$ cat src/common/flash_host_pkg.sv
// constants, types and register map of the flash host controller
`default_nettype none
package flash_host_pkg;
    // ------------------------------------------------------------
    // clock and pin timing
    // ------------------------------------------------------------
    localparam int unsigned CLK_NS = 5;
    localparam int unsigned GLITCH_NS = 3;
    localparam int unsigned T_WP_NS = 40;
    localparam int unsigned T_WPH_NS = 30;
    localparam int unsigned T_ACC_NS = 90;
    localparam int unsigned T_OEH_NS = 30;
    localparam int unsigned SYNC_LAT = 4;

    function automatic int unsigned ns_to_min_cyc(input int unsigned ns);
        int unsigned c;
        c = (ns + CLK_NS - 1) / CLK_NS;
        return (c < 1) ? 1 : c;
    endfunction

    localparam int unsigned GLITCH_CYC = ns_to_min_cyc(GLITCH_NS);
    localparam int unsigned WP_CYC = (ns_to_min_cyc(T_WP_NS) > GLITCH_CYC) ? ns_to_min_cyc(T_WP_NS) : GLITCH_CYC + 1;
    localparam int unsigned WPH_CYC = ns_to_min_cyc(T_WPH_NS);
    localparam int unsigned RD_CYC = ns_to_min_cyc(T_ACC_NS) + SYNC_LAT;
    localparam int unsigned OEH_CYC = ns_to_min_cyc(T_OEH_NS);

    // ------------------------------------------------------------
    // register map
    // ------------------------------------------------------------
    localparam logic [4:0] REG_CTRL = 5'h00;
    localparam logic [4:0] REG_STATUS = 5'h01;
    localparam logic [4:0] REG_MASK = 5'h02;
    localparam logic [4:0] REG_RDATA = 5'h03;
    localparam logic [4:0] REG_TARGET = 5'h04;
    localparam logic [4:0] REG_CYC_ADDR = 5'h08;
    localparam logic [4:0] REG_CYC_DATA = 5'h10;
    localparam int unsigned CYC_MAX = 6;

    localparam int unsigned CTRL_START = 0;
    localparam int unsigned CTRL_OP_LSB = 1;
    localparam int unsigned CTRL_PRE_RESET = 4;
    localparam int unsigned CTRL_RETRY = 5;
    localparam int unsigned CTRL_COUNT_LSB = 8;
    localparam logic [31:0] CTRL_RESET_VAL = 32'h0000_0000;
    localparam logic [2:0] MASK_RESET_VAL = 3'h0;

    localparam int unsigned ST_DONE = 0;
    localparam int unsigned ST_ABORT = 1;
    localparam int unsigned ST_TIMEOUT = 2;
    localparam int unsigned ST_BUSY = 8;
    localparam int unsigned ST_PROTECTED = 9;
    localparam int unsigned ST_READY = 10;
    localparam int unsigned ST_SUPPLY = 11;

    // ------------------------------------------------------------
    // flash command values
    // ------------------------------------------------------------
    localparam logic [15:0] RESET_CMD = 16'h00f0;
    localparam logic [20:0] RESET_ADDR = 21'h000000;
    localparam logic [7:0] PROTECT_ID = 8'h01;
    localparam logic [2:0] PROTECT_ID_BITS = 3'h2;

    typedef enum logic [2:0] {
        OP_SEQ = 3'h0,
        OP_SEQ_POLL = 3'h1,
        OP_READ = 3'h2,
        OP_PROTECT = 3'h3
    } op_e;

    typedef struct packed {
        logic ce_n;
        logic oe_n;
        logic we_n;
        logic [20:0] addr;
    } flash_pins_s;
endpackage
`default_nettype wire

$ cat src/verilog/pin_sync.sv
// three-stage synchroniser that passes a change once stages two and three agree
`default_nettype none
module pin_sync #(
    parameter int unsigned W = 1,
    parameter logic [W-1:0] INIT = '0
) (
    // clock and reset
    input wire logic clk_sys_i,
    input wire logic rst_n_i,
    // pin side
    input wire logic [W-1:0] pin_i,
    // clock side
    output logic [W-1:0] sync_o
);
    logic [W-1:0] s1;
    logic [W-1:0] s2;
    logic [W-1:0] s3;
    wire logic [W-1:0] agree = ~(s2 ^ s3);

    always_ff @(posedge clk_sys_i) begin
        if (!rst_n_i) begin
            s1 <= INIT;
            s2 <= INIT;
            s3 <= INIT;
            sync_o <= INIT;
        end else begin
            s1 <= pin_i;
            s2 <= s1;
            s3 <= s2;
            sync_o <= (agree & s3) | (~agree & sync_o);
        end
    end
endmodule
`default_nettype wire

$ cat src/verilog/flash_host_ctrl.sv
// host controller that issues command, read, poll and protect-check cycles to a parallel flash
//
// The address map and the strobed register port were chosen for this implementation.
`default_nettype none
module flash_host_ctrl #(
    parameter int unsigned POLL_LIMIT = 100000
) (
    // clock and reset
    input wire logic clk_sys_i,
    input wire logic rst_n_i,
    // software register port
    input wire logic [4:0] reg_addr_i,
    input wire logic [31:0] reg_wdata_i,
    input wire logic reg_wr_i,
    input wire logic reg_rd_i,
    output logic [31:0] reg_rdata_o,
    output logic irq_o,
    // flash strobes and address
    output flash_host_pkg::flash_pins_s flash_o,
    // flash data bus
    output logic [15:0] dq_o,
    output logic dq_oe_n_o,
    input wire logic [15:0] dq_i,
    // flash status pins
    input wire logic ready_busy_n_i,
    input wire logic supply_ok_i
);
    // ------------------------------------------------------------
    // pin synchronisers
    // ------------------------------------------------------------
    logic [15:0] dq_sync;
    logic [1:0] st_sync;
    wire logic sup_ok = st_sync[1];
    wire logic rb_ready = st_sync[0];

    pin_sync #(.W(16), .INIT(16'h0000)) u_dq_sync (
        .clk_sys_i(clk_sys_i),
        .rst_n_i(rst_n_i),
        .pin_i(dq_i),
        .sync_o(dq_sync)
    );
    pin_sync #(.W(2), .INIT(2'h0)) u_st_sync (
        .clk_sys_i(clk_sys_i),
        .rst_n_i(rst_n_i),
        .pin_i({supply_ok_i, ready_busy_n_i}),
        .sync_o(st_sync)
    );

    // ------------------------------------------------------------
    // software registers
    // ------------------------------------------------------------
    logic [31:0] ctrl;
    logic [2:0] mask;
    logic [2:0] sticky;
    logic [15:0] rdata;
    logic [20:0] target;
    logic [20:0] cyc_addr [flash_host_pkg::CYC_MAX];
    logic [15:0] cyc_data [flash_host_pkg::CYC_MAX];
    logic start;
    logic prot;

    wire logic wr_ctrl = reg_wr_i && reg_addr_i == flash_host_pkg::REG_CTRL;
    wire logic wr_mask = reg_wr_i && reg_addr_i == flash_host_pkg::REG_MASK;
    wire logic wr_target = reg_wr_i && reg_addr_i == flash_host_pkg::REG_TARGET;
    wire logic rd_status = reg_rd_i && reg_addr_i == flash_host_pkg::REG_STATUS;
    wire logic cyc_hit = reg_addr_i[2:0] < 3'(flash_host_pkg::CYC_MAX);
    wire logic wr_caddr = reg_wr_i && reg_addr_i[4:3] == flash_host_pkg::REG_CYC_ADDR[4:3] && cyc_hit;
    wire logic wr_cdata = reg_wr_i && reg_addr_i[4:3] == flash_host_pkg::REG_CYC_DATA[4:3] && cyc_hit;

    wire flash_host_pkg::op_e op = flash_host_pkg::op_e'(ctrl[flash_host_pkg::CTRL_OP_LSB +: 3]);
    wire logic pre_reset = ctrl[flash_host_pkg::CTRL_PRE_RESET];
    wire logic retry_en = ctrl[flash_host_pkg::CTRL_RETRY];
    wire logic [2:0] cyc_count = ctrl[flash_host_pkg::CTRL_COUNT_LSB +: 3];
    wire logic is_write_op = op == flash_host_pkg::OP_SEQ || op == flash_host_pkg::OP_SEQ_POLL;

    // ------------------------------------------------------------
    // sequencer state
    // ------------------------------------------------------------
    typedef enum logic [2:0] {
        S_IDLE = 3'b000,
        S_WR_LOW = 3'b001,
        S_WR_HIGH = 3'b011,
        S_RD_LOW = 3'b010,
        S_RD_HIGH = 3'b110,
        S_WAIT_SUP = 3'b100
    } state_e;

    state_e state, next_state;
    logic [7:0] cnt, next_cnt;
    logic [2:0] idx, next_idx;
    logic in_reset, next_in_reset;
    logic first_read, next_first_read;
    logic last_toggle, next_last_toggle;
    logic retry_pending, next_retry_pending;
    logic [31:0] poll_cnt, next_poll_cnt;
    logic [15:0] sample, next_sample;
    logic [15:0] next_rdata;
    logic next_prot;
    logic ev_done, ev_abort, ev_timeout;
    logic launch;
    flash_host_pkg::flash_pins_s next_pins;
    logic [15:0] next_dq;

    wire logic busy = state != S_IDLE;
    wire logic in_flight = state inside {S_WR_LOW, S_WR_HIGH, S_RD_LOW, S_RD_HIGH};
    // protect check uses the block address with the identification bits forced
    wire logic [20:0] prot_addr = {target[20:7], 1'b0, target[5:2], flash_host_pkg::PROTECT_ID_BITS[1:0]};
    // polling reads the address inside the block being erased or programmed
    wire logic [20:0] rd_addr = (op == flash_host_pkg::OP_PROTECT) ? prot_addr : target;
    wire logic cnt_zero = cnt == 8'h00;
    wire logic last_cyc = idx == cyc_count - 3'h1;

    assign launch = (state == S_IDLE && start && sup_ok) || (state == S_WAIT_SUP && sup_ok && retry_pending);

    always_comb begin
        next_state = state;
        next_cnt = cnt_zero ? cnt : cnt - 8'h01;
        next_idx = idx;
        next_in_reset = in_reset;
        next_first_read = first_read;
        next_last_toggle = last_toggle;
        next_retry_pending = retry_pending;
        next_poll_cnt = poll_cnt;
        next_sample = sample;
        next_rdata = rdata;
        next_prot = prot;
        ev_done = 1'b0;
        ev_abort = 1'b0;
        ev_timeout = 1'b0;
        unique case (state)
            S_IDLE: begin
                if (start && !sup_ok) begin
                    next_state = S_WAIT_SUP;
                    next_retry_pending = 1'b1;
                end
            end
            S_WR_LOW: begin
                if (cnt_zero) begin
                    next_state = S_WR_HIGH;
                    next_cnt = 8'(flash_host_pkg::WPH_CYC - 1);
                end
            end
            S_WR_HIGH: begin
                if (cnt_zero) begin
                    if (in_reset) begin
                        next_in_reset = 1'b0;
                        next_idx = 3'h0;
                        next_state = S_WR_LOW;
                        next_cnt = 8'(flash_host_pkg::WP_CYC - 1);
                    end else if (!last_cyc) begin
                        next_idx = idx + 3'h1;
                        next_state = S_WR_LOW;
                        next_cnt = 8'(flash_host_pkg::WP_CYC - 1);
                    end else if (op == flash_host_pkg::OP_SEQ_POLL) begin
                        next_state = S_RD_LOW;
                        next_cnt = 8'(flash_host_pkg::RD_CYC - 1);
                        next_first_read = 1'b1;
                        next_poll_cnt = 32'h0;
                    end else begin
                        next_state = S_IDLE;
                        ev_done = 1'b1;
                    end
                end
            end
            S_RD_LOW: begin
                if (cnt_zero) begin
                    next_state = S_RD_HIGH;
                    next_cnt = 8'(flash_host_pkg::OEH_CYC - 1);
                    next_sample = dq_sync;
                end
            end
            S_RD_HIGH: begin
                if (cnt_zero) begin
                    next_rdata = sample;
                    if (op == flash_host_pkg::OP_SEQ_POLL && (first_read || sample[6] != last_toggle)) begin
                        next_last_toggle = sample[6];
                        next_first_read = 1'b0;
                        next_poll_cnt = poll_cnt + 32'h1;
                        if (poll_cnt == 32'(POLL_LIMIT - 1)) begin
                            next_state = S_IDLE;
                            ev_timeout = 1'b1;
                        end else begin
                            next_state = S_RD_LOW;
                            next_cnt = 8'(flash_host_pkg::RD_CYC - 1);
                        end
                    end else begin
                        next_prot = (op == flash_host_pkg::OP_PROTECT) ? sample[7:0] == flash_host_pkg::PROTECT_ID : prot;
                        next_state = S_IDLE;
                        ev_done = 1'b1;
                    end
                end
            end
            S_WAIT_SUP: begin
                if (sup_ok && !retry_pending) begin
                    next_state = S_IDLE;
                end
            end
            default: begin
                next_state = S_IDLE;
            end
        endcase
        // supply lockout kills the operation; restart only with the whole sequence
        if (in_flight && !sup_ok) begin
            next_state = S_WAIT_SUP;
            next_retry_pending = retry_en && is_write_op;
            ev_abort = 1'b1;
        end
        if (launch) begin
            next_retry_pending = 1'b0;
            next_idx = 3'h0;
            next_first_read = 1'b1;
            next_poll_cnt = 32'h0;
            if (!is_write_op) begin
                next_state = S_RD_LOW;
                next_cnt = 8'(flash_host_pkg::RD_CYC - 1);
                next_in_reset = 1'b0;
            end else begin
                next_state = S_WR_LOW;
                next_cnt = 8'(flash_host_pkg::WP_CYC - 1);
                next_in_reset = pre_reset;
            end
        end
    end

    // ------------------------------------------------------------
    // pin drive
    // ------------------------------------------------------------
    always_comb begin
        next_pins.we_n = next_state != S_WR_LOW;
        next_pins.oe_n = next_state != S_RD_LOW;
        next_pins.ce_n = !(next_state inside {S_WR_LOW, S_RD_LOW});
        if (next_state inside {S_RD_LOW, S_RD_HIGH}) begin
            next_pins.addr = rd_addr;
        end else if (next_in_reset) begin
            next_pins.addr = flash_host_pkg::RESET_ADDR;
        end else begin
            next_pins.addr = cyc_addr[next_idx];
        end
        next_dq = next_in_reset ? flash_host_pkg::RESET_CMD : cyc_data[next_idx];
    end

    always_ff @(posedge clk_sys_i) begin
        if (!rst_n_i) begin
            state <= S_IDLE;
            cnt <= 8'h00;
            idx <= 3'h0;
            in_reset <= 1'b0;
            first_read <= 1'b0;
            last_toggle <= 1'b0;
            retry_pending <= 1'b0;
            poll_cnt <= 32'h0;
            sample <= 16'h0000;
            flash_o <= '{ce_n: 1'b1, oe_n: 1'b1, we_n: 1'b1, addr: 21'h000000};
            dq_o <= 16'h0000;
            dq_oe_n_o <= 1'b1;
        end else begin
            state <= next_state;
            cnt <= next_cnt;
            idx <= next_idx;
            in_reset <= next_in_reset;
            first_read <= next_first_read;
            last_toggle <= next_last_toggle;
            retry_pending <= next_retry_pending;
            poll_cnt <= next_poll_cnt;
            sample <= next_sample;
            flash_o <= next_pins;
            dq_o <= next_dq;
            dq_oe_n_o <= !(next_state inside {S_WR_LOW, S_WR_HIGH});
        end
    end

    // ------------------------------------------------------------
    // register file, status and interrupt
    // ------------------------------------------------------------
    wire logic [2:0] events = {ev_timeout, ev_abort, ev_done};
    wire logic [31:0] status_word = {20'h0, sup_ok, rb_ready, prot, busy, 5'h0, sticky};
    logic [31:0] next_reg_rdata;

    always_comb begin
        next_reg_rdata = 32'h0000_0000;
        if (reg_addr_i == flash_host_pkg::REG_CTRL) begin
            next_reg_rdata = ctrl & ~32'h0000_0001;
        end else if (reg_addr_i == flash_host_pkg::REG_STATUS) begin
            next_reg_rdata = status_word;
        end else if (reg_addr_i == flash_host_pkg::REG_MASK) begin
            next_reg_rdata = {29'h0, mask};
        end else if (reg_addr_i == flash_host_pkg::REG_RDATA) begin
            next_reg_rdata = {16'h0, rdata};
        end else if (reg_addr_i == flash_host_pkg::REG_TARGET) begin
            next_reg_rdata = {11'h0, target};
        end else if (reg_addr_i[4:3] == flash_host_pkg::REG_CYC_ADDR[4:3] && cyc_hit) begin
            next_reg_rdata = {11'h0, cyc_addr[reg_addr_i[2:0]]};
        end else if (reg_addr_i[4:3] == flash_host_pkg::REG_CYC_DATA[4:3] && cyc_hit) begin
            next_reg_rdata = {16'h0, cyc_data[reg_addr_i[2:0]]};
        end
    end

    always_ff @(posedge clk_sys_i) begin
        if (!rst_n_i) begin
            ctrl <= flash_host_pkg::CTRL_RESET_VAL;
            mask <= flash_host_pkg::MASK_RESET_VAL;
            sticky <= 3'h0;
            rdata <= 16'h0000;
            target <= 21'h000000;
            start <= 1'b0;
            prot <= 1'b0;
            reg_rdata_o <= 32'h0000_0000;
            for (int i = 0; i < flash_host_pkg::CYC_MAX; i++) begin
                cyc_addr[i] <= 21'h000000;
                cyc_data[i] <= 16'h0000;
            end
        end else begin
            if (wr_ctrl && !busy) begin
                ctrl <= reg_wdata_i;
            end
            start <= wr_ctrl && !busy && reg_wdata_i[flash_host_pkg::CTRL_START];
            if (wr_mask) begin
                mask <= reg_wdata_i[2:0];
            end
            if (wr_target && !busy) begin
                target <= reg_wdata_i[20:0];
            end
            if (wr_caddr && !busy) begin
                cyc_addr[reg_addr_i[2:0]] <= reg_wdata_i[20:0];
            end
            if (wr_cdata && !busy) begin
                cyc_data[reg_addr_i[2:0]] <= reg_wdata_i[15:0];
            end
            sticky <= (sticky & ~{3{rd_status}}) | events;
            rdata <= next_rdata;
            prot <= next_prot;
            reg_rdata_o <= reg_rd_i ? next_reg_rdata : 32'h0000_0000;
        end
    end

    assign irq_o = |(sticky & mask);
endmodule
`default_nettype wire

$ cat config.mk
export PLATFORM = sky130hd
export DESIGN_NAME = flash_host_ctrl
export DESIGN_NICKNAME = d
export VERILOG_FILES = /design/src/common/flash_host_pkg.sv /design/src/verilog/pin_sync.sv /design/src/verilog/flash_host_ctrl.sv
export SDC_FILE = /design/constraint.sdc
export NUM_CORES = 1
export LEC_CHECK = 0
export ABC_AREA = 0
export BUFFER_PORTS_ARGS = -buffer_cell sky130_fd_sc_hd__buf_2
export CAP_MARGIN = 20
export CORE_ASPECT_RATIO = 0.75
export CORE_MARGIN = 3
export CORE_UTILIZATION = 55
export DETAILED_ROUTE_END_ITERATION = 8
export HOLD_SLACK_MARGIN = 0.12
export PLACE_DENSITY = 0.8
export SYNTH_ARGS = -nofsm -noshare
export SYNTH_HDL_FRONTEND = slang
export SYNTH_SLANG_ARGS = --single-unit
$ cat constraint.sdc
create_clock -name clk_sys_i -period 4.2 [get_ports clk_sys_i]
set_clock_uncertainty 0.2 [all_clocks]
set_input_delay 0.84 -clock clk_sys_i [delete_from_list [all_inputs] [get_ports clk_sys_i]]
set_output_delay 0.84 -clock clk_sys_i [all_outputs]
set_load 0.02 [all_outputs]
# After elaboration in Yosys (flattened, before gate mapping)
# Memory sizes are Yosys's and may differ from the RTL's.
# Index checks and enable logic that the tools add are counted.
word_totals:
  register_bits: 288
  latch_bits: 0
  mem_bits_rw: 222
  romBits: 0
  in_bits: 59
  output_inout_bits: 74
  elab_cells: 244
  memories: 2
op_classes:
  add_sub_neg: 4
  n_mul: 0
  n_div: 0
  n_lt_le_gt_ge: 1
  eq_ne: 35
  shift: 0
  mux: 90
  n_bitwise: 19
  n_reduce_logical: 60
mem_list:
  columns: ["name", "depth", "width", "rd", "rd_clocked_by_memory_dff", "wr", "line", "rtl"]
  rows:
  - ["cyc_addr", 6, 21, 2, 0, 6, "flash_host_ctrl.sv:57", "logic [20:0] cyc_addr [flash_host_pkg::CYC_MAX];"]
  - ["cyc_data", 6, 16, 2, 0, 6, "flash_host_ctrl.sv:58", "logic [15:0] cyc_data [flash_host_pkg::CYC_MAX];"]
op_table:
  columns: ["operator", "n"]
  rows:
  - ["two-way mux 32 bit", 7]
  - ["two-way mux 21 bit", 8]
  - ["two-way mux 8 bit", 11]
  - ["case mux 32 bit (2 select lines)", 1]
  - ["two-way mux 3 bit", 16]
  - ["two-way mux 1 bit", 34]
  - ["adder 32 x 1 -> 32 bit (second input constant)", 1]
  - ["AND 16 bit", 2]
  - ["== test 32 x 17 -> 1 bit (second input constant)", 1]
  - ["two-way mux 16 bit", 2]
  - ["NOT 16 bit", 2]
  - ["logical AND 1 bit", 24]
  - ["case mux 8 bit (3 select lines)", 1]
  - ["OR reduction 21 bit", 1]
  - ["case mux 3 bit (6 select lines)", 1]
  - ["OR 16 bit", 1]
  - ["OR reduction 16 bit", 1]
  - ["bitwise XOR 16 bit", 1]
  - ["== test 3 x 2 -> 1 bit (second input constant)", 5]
  - ["!= test 3 bit (second input constant)", 5]
  - ["AND reduction 7 bit", 2]
  - ["nonzero test 2 bit", 6]
  - ["== test 5 x 2 -> 1 bit (second input constant)", 2]
  - ["two-way mux 2 bit", 5]
  - ["other kinds (40)", 69]

# Longest topological paths before layout
depth:
  ltp_word: 11
  mapped_depth: 13
  ltp_nobuf: 11

# By module
# From an unflattened synthesis, not the netlist that was laid out.
unflattened:
  hier_cells: 2346
  hier_area_um2: 26266.4
modules_own_cells:
  columns: ["mod", "instances", "cells_each", "area_each_um2", "seq_area_each_um2"]
  rows:
  - ["flash_host_ctrl", 1, 2159, 24078.1, 13192.7]
  - ["pin_sync at u_dq_sync", 1, 167, 1950.6, 1281.2]
  - ["pin_sync at u_st_sync", 1, 20, 237.7, 160.2]

# Worst setup path after synthesis
# OpenSTA, ideal clock, no wires.
synth_timing:
  path_type: "in2reg"
  startpoint: "input port reg_addr_i[0]"
  endpoint: "memory cyc_addr[5][0], enable pin"
  setup_ps: 428
  arrival_time_ps: 3982
  t_required_ps: 3572
  setup_slack_ps: -410
  path_stages: 7
  path_buffers: 4
  path_cell_list: "clkbuf_1 -> buf_2 -> buf_1 -> clkbuf_1 -> nor2b_1 -> nand2_1 -> o21ai_0"
synth_rtl:
  columns: ["item", "line", "rtl"]
  rows:
  - ["from (decl)", "flash_host_ctrl.sv:12", "input wire logic [4:0] reg_addr_i,"]
  - ["to (decl)", "flash_host_ctrl.sv:57", null]

# Worst setup path after layout
layout_timing:
  startpoint: "register cnt[0]"
  endpoint: "register flash_o[11] (netlist bit)"
layout_via:
  elab_chain_len: 8
  word_cells_on_any_way: 20
  classes_between: "eq/ne: 2; mux: 15; reduce/logical: 2; memory: 1"
layout_rtl:
  columns: ["item", "line", "rtl"]
  rows:
  - ["from (decl)", "flash_host_ctrl.sv:89", "logic [7:0] cnt, next_cnt;"]
  - ["from (signal assigned)", "flash_host_ctrl.sv:258", "cnt <= next_cnt;"]
  - ["logical NOT 8 bit (*)", "flash_host_ctrl.sv:110", "wire logic cnt_zero = cnt == 8'h00;"]
  - ["two-way mux 3 bit (on tied branches)", null, null]
  - ["case mux 3 bit (6 select lines)", "flash_host_ctrl.sv:130", "unique case (state)"]
  - ["two-way mux 3 bit", "flash_host_ctrl.sv:203", "if (in_flight && !sup_ok) begin"]
  - ["two-way mux 3 bit", "flash_host_ctrl.sv:208", "if (launch) begin"]
  - ["== test 3 x 2 -> 1 bit / == test 3 bit (equally long branches)", "flash_host_ctrl.sv:232", "if (next_state inside {S_RD_LOW, S_RD_HIGH}) begin"]
  - ["nonzero test 2 bit", "flash_host_ctrl.sv:232", null]
  - ["two-way mux 21 bit (*)", "flash_host_ctrl.sv:232", null]
  - ["to (signal assigned)", "flash_host_ctrl.sv:253", "flash_o <= '{ce_n: 1'b1, oe_n: 1'b1, we_n: 1'b1, addr: 21'h000000};"]
  - ["to (signal assigned)", "flash_host_ctrl.sv:266", "flash_o <= next_pins;"]
  - ["to (decl)", "flash_host_ctrl.sv:19", "output flash_host_pkg::flash_pins_s flash_o,"]
# Every way passes the cells marked *; elsewhere a longest branch is shown, timed or not.
# A chain may end at the register's enable or synchronous reset.

==> results.txt <==
outcome - complete, no violations
Routed WL - 79.2 mm
Post-synth EDFFs - 296
Layout Cells excl Fill - 3283
Slew headroom - 33.5%
wire length of the first global-routing pass - 119 mm
power share of the sequential group - 48.7%
CTS Sinks - 583
final hold violation count - 0
grt ovf - 0
Final Setup Violations - 0
CTS tree - done
reg2reg path depth - 12
Synth area leader - edfxtp_1
synth top area cells - edfxtp_1 34%, dfxtp_1 22%, mux4_2 6.4%
CP max FO - 74
element type at the critical path end - flip-flop
Total Die Area - 50200 um^2
layout cells sized above 1 - 15.4%
hold path start - supply_ok_i
Power Density - 435 nW/um^2
Worst Path Arrival - 4.10 ns
YS warnings - 0
initial antenna violation count - 8
Yosys top cell area share - 34.0%
drt pass-1 iters - 7
post-layout min period - 3.83 ns
critical path, cell by cell - inv_1 > ha_1 > or3b_2 > nor2_4 > inv_2 > or4_4 > o22ai_4 > buf_12 > nor2_1 > buf_4 > a32o_1 > o31ai_1
RR Startpoint - cnt[0]
synth cell count leaders - 418 x nand2_1, 296 x edfxtp_1, 287 x dfxtp_1
CP bufs+invs - 4
Max stage delay on crit path - 0.55 ns
internal power - 9.84 mW
syn_area_per_cell - 10.7 um^2
Clk pwr share - 41.5%
CP top delay family - simple AND/OR/NAND/NOR gates
clock-pin slew on the worst setup and hold paths - 0.07 ns
max_cap viols - 0
Final Max Slew Viols - 0
CP Depth - 12
Slew @ Worst Pin - 0.993 ns
post_cts resized - 0
Final period util - 91.1%
Starting Density - 56.2%
required time of the critical path - 4.47 ns
clock insertion delay at the later pin of the skew report - 0.65 ns
#FFs+latches synth - 583
HP Class - input port to flip-flop
Synth Flop Type - edfxtp_1
Num CTS Buffers - 55
number of global-route vias before repair - 20300
row count - 68
HPWL after detailed placement - 51.8 mm
die width - 258 um
Switching Share - 24.4%
input/output buffers - 132
filler cell count in the final layout - 3538
VDD IR max - 0.000373 V
Iteration-0 DRC Markers - 2977
largest net degree at the start of global routing - 123
CTS H-tree lvls - 2
hold buffers post-CTS - 0
highest clock rate - 261 MHz
Sw Pwr - 3.17 mW
Layout area overhead - 14.6%
Die H - 195 um
Syn Std Cell Area - 26100 um^2
clock tree buffer depth - 3
Via Count - 20800
Ports - 133
ys async rst share - 0%
core area - 46500 um^2
wire per inst - 24.1 um
global placement routability congestion - 0.973
Hold Path Depth - 2
sequential area share after synthesis - 56.0%
Worst Setup Start Kind - flip-flop
Routed Antenna Nets - 0
CTS root buffer - clkbuf_16
GRT Util Overall - 30.9%
cell with the most instances after synthesis - nand2_1
Nets - 2672
Syn Inst Count - 2444
combinational power share - 9.8%
unrepaired setup endpoints after global routing - no
P_leak - 11.6 nW
placed insts - 3179
CP max stage cell - or4_4
DRC viols - 0
CP Class - flip-flop to flip-flop
Worst Setup SP - cnt[0]
TNS Setup - 0 ns
postcts setup bufs - 0
Vias per Instance - 6.33
Netlist cell types - 75
-- metrics by stage --
stage	hold slack, ns	utilization [%]	cell area, um^2	worst slack (ns)	power, mW
3_3_place_gp	0.213	60.1	27900	0.432	7.66
4_1_cts	0.183	64.4	29900	0.383	13.0
5_1_grt	0.190	64.4	29900	0.194	13.4
6_report	0.216	64.4	29900	0.372	13.0
2_1_floorplan	0.212	-	26400	0.0472	7.22
3_5_place_dp	0.218	60.1	27900	0.412	7.69
-- metal layers --
| metal | up-vias | routed length [um] | global-route usage [%] |
|---|---|---|---|
| met2 | 1441 | 34400 | 46.5 |
| met1 | 9999 | 29100 | 41.2 |
| met4 | 14 | 3690 | 14.1 |
| met5 | - | 92 | 0 |
| li1 | 9030 | - | - |
| met3 | 289 | 11800 | 9.77 |
-- sequential cells by signal, summed over array words and instances (netlist names), 8 cells and up, named ones only --
signal / flops
cyc_addr: 168
cyc_data: 128
poll_cnt: 32
reg_rdata_o: 32
ctrl: 31
flash_o: 24
target: 21
dq_o: 16
rdata: 16
sample: 16
u_dq_sync.s1: 16
u_dq_sync.s2: 16
u_dq_sync.s3: 16
cnt: 8
-- layout make-up --
cell class	count	area, um^2	area share (%)
clock buffers	77	1600	5.36
diodes	1	2.50	0.00836
multi-input cells	1735	11000	36.8
repair buffers	213	1450	4.85
well taps	630	788	2.63
flip-flops and latches	583	14600	48.9
clock inverters	25	370	1.24
inverters	19	73.8	0.247
-- power by group through the flow --
| stage | sequential, mW | clock [mW] | combinational, mW |
|---|---|---|---|
| 2_1_floorplan | 6.45 | 0 | 0.770 |
| 3_3_place_gp | 6.44 | 0 | 1.23 |
| 3_5_place_dp | 6.45 | 0 | 1.24 |
| 4_1_cts | 6.33 | 5.44 | 1.25 |
| 5_1_grt | 6.35 | 5.67 | 1.36 |
| 6_report | 6.34 | 5.40 | 1.27 |
-- worst paths after layout --
kind	endpoint	slack, ns
worst max-delay path	flash_o[11]	0.37
worst min register to register	u_dq_sync.s2[14]	0.23
worst max register to register	flash_o[11]	0.37
worst min-delay path	u_st_sync.s1[1]	0.22
-- cells by family after synthesis --
kind of cell / count (synthesis) / synth area share, %
mux: 171 / 10.1
flops: 583 / 56.0
compound gates: 447 / 10.6
buf+inv: 199 / 3.16
simple gates: 1027 / 19.4
other cells: 1 / 0.0144
xor+xnor: 10 / 0.393
fa+ha+maj: 6 / 0.287
-- cells in the final DEF, fill, tap and decap left out, types with 7 or more instances in the layout --
cell       count
nor4_1        11
nor2_1       139
a31oi_1       52
and3_1        71
nand4_1       19
and2_1       261
a221oi_1      15
a221o_1       17
a22oi_1       19
clkbuf_1      11
buf_4         70
inv_1         17
dfxtp_1      287
edfxtp_1     296
o22ai_1        7
xnor2_1        8
mux2i_1       97
buf_2        129
conb_1        74
clkbuf_8       8
o211a_1       15
nand2_1      417
nor3_1        20
a21oi_1      160
o31ai_1        8
buf_12        14
clkinv_2       7
mux4_2        74
bufinv_16      8
o21ai_0       97
clkbuf_16     58
nand3_1       26
-- worst register-to-register path: cells and delay by family, from the launching register on --
family	cells	cell delay (ns)
AOI/OAI and AO/OA	3	0.88
adders and majority gates	1	0.19
buffers and inverters	4	0.78
DFF	1	0.35
and+or+nand+nor	4	1.27
(Power assumes the default switching activity.)
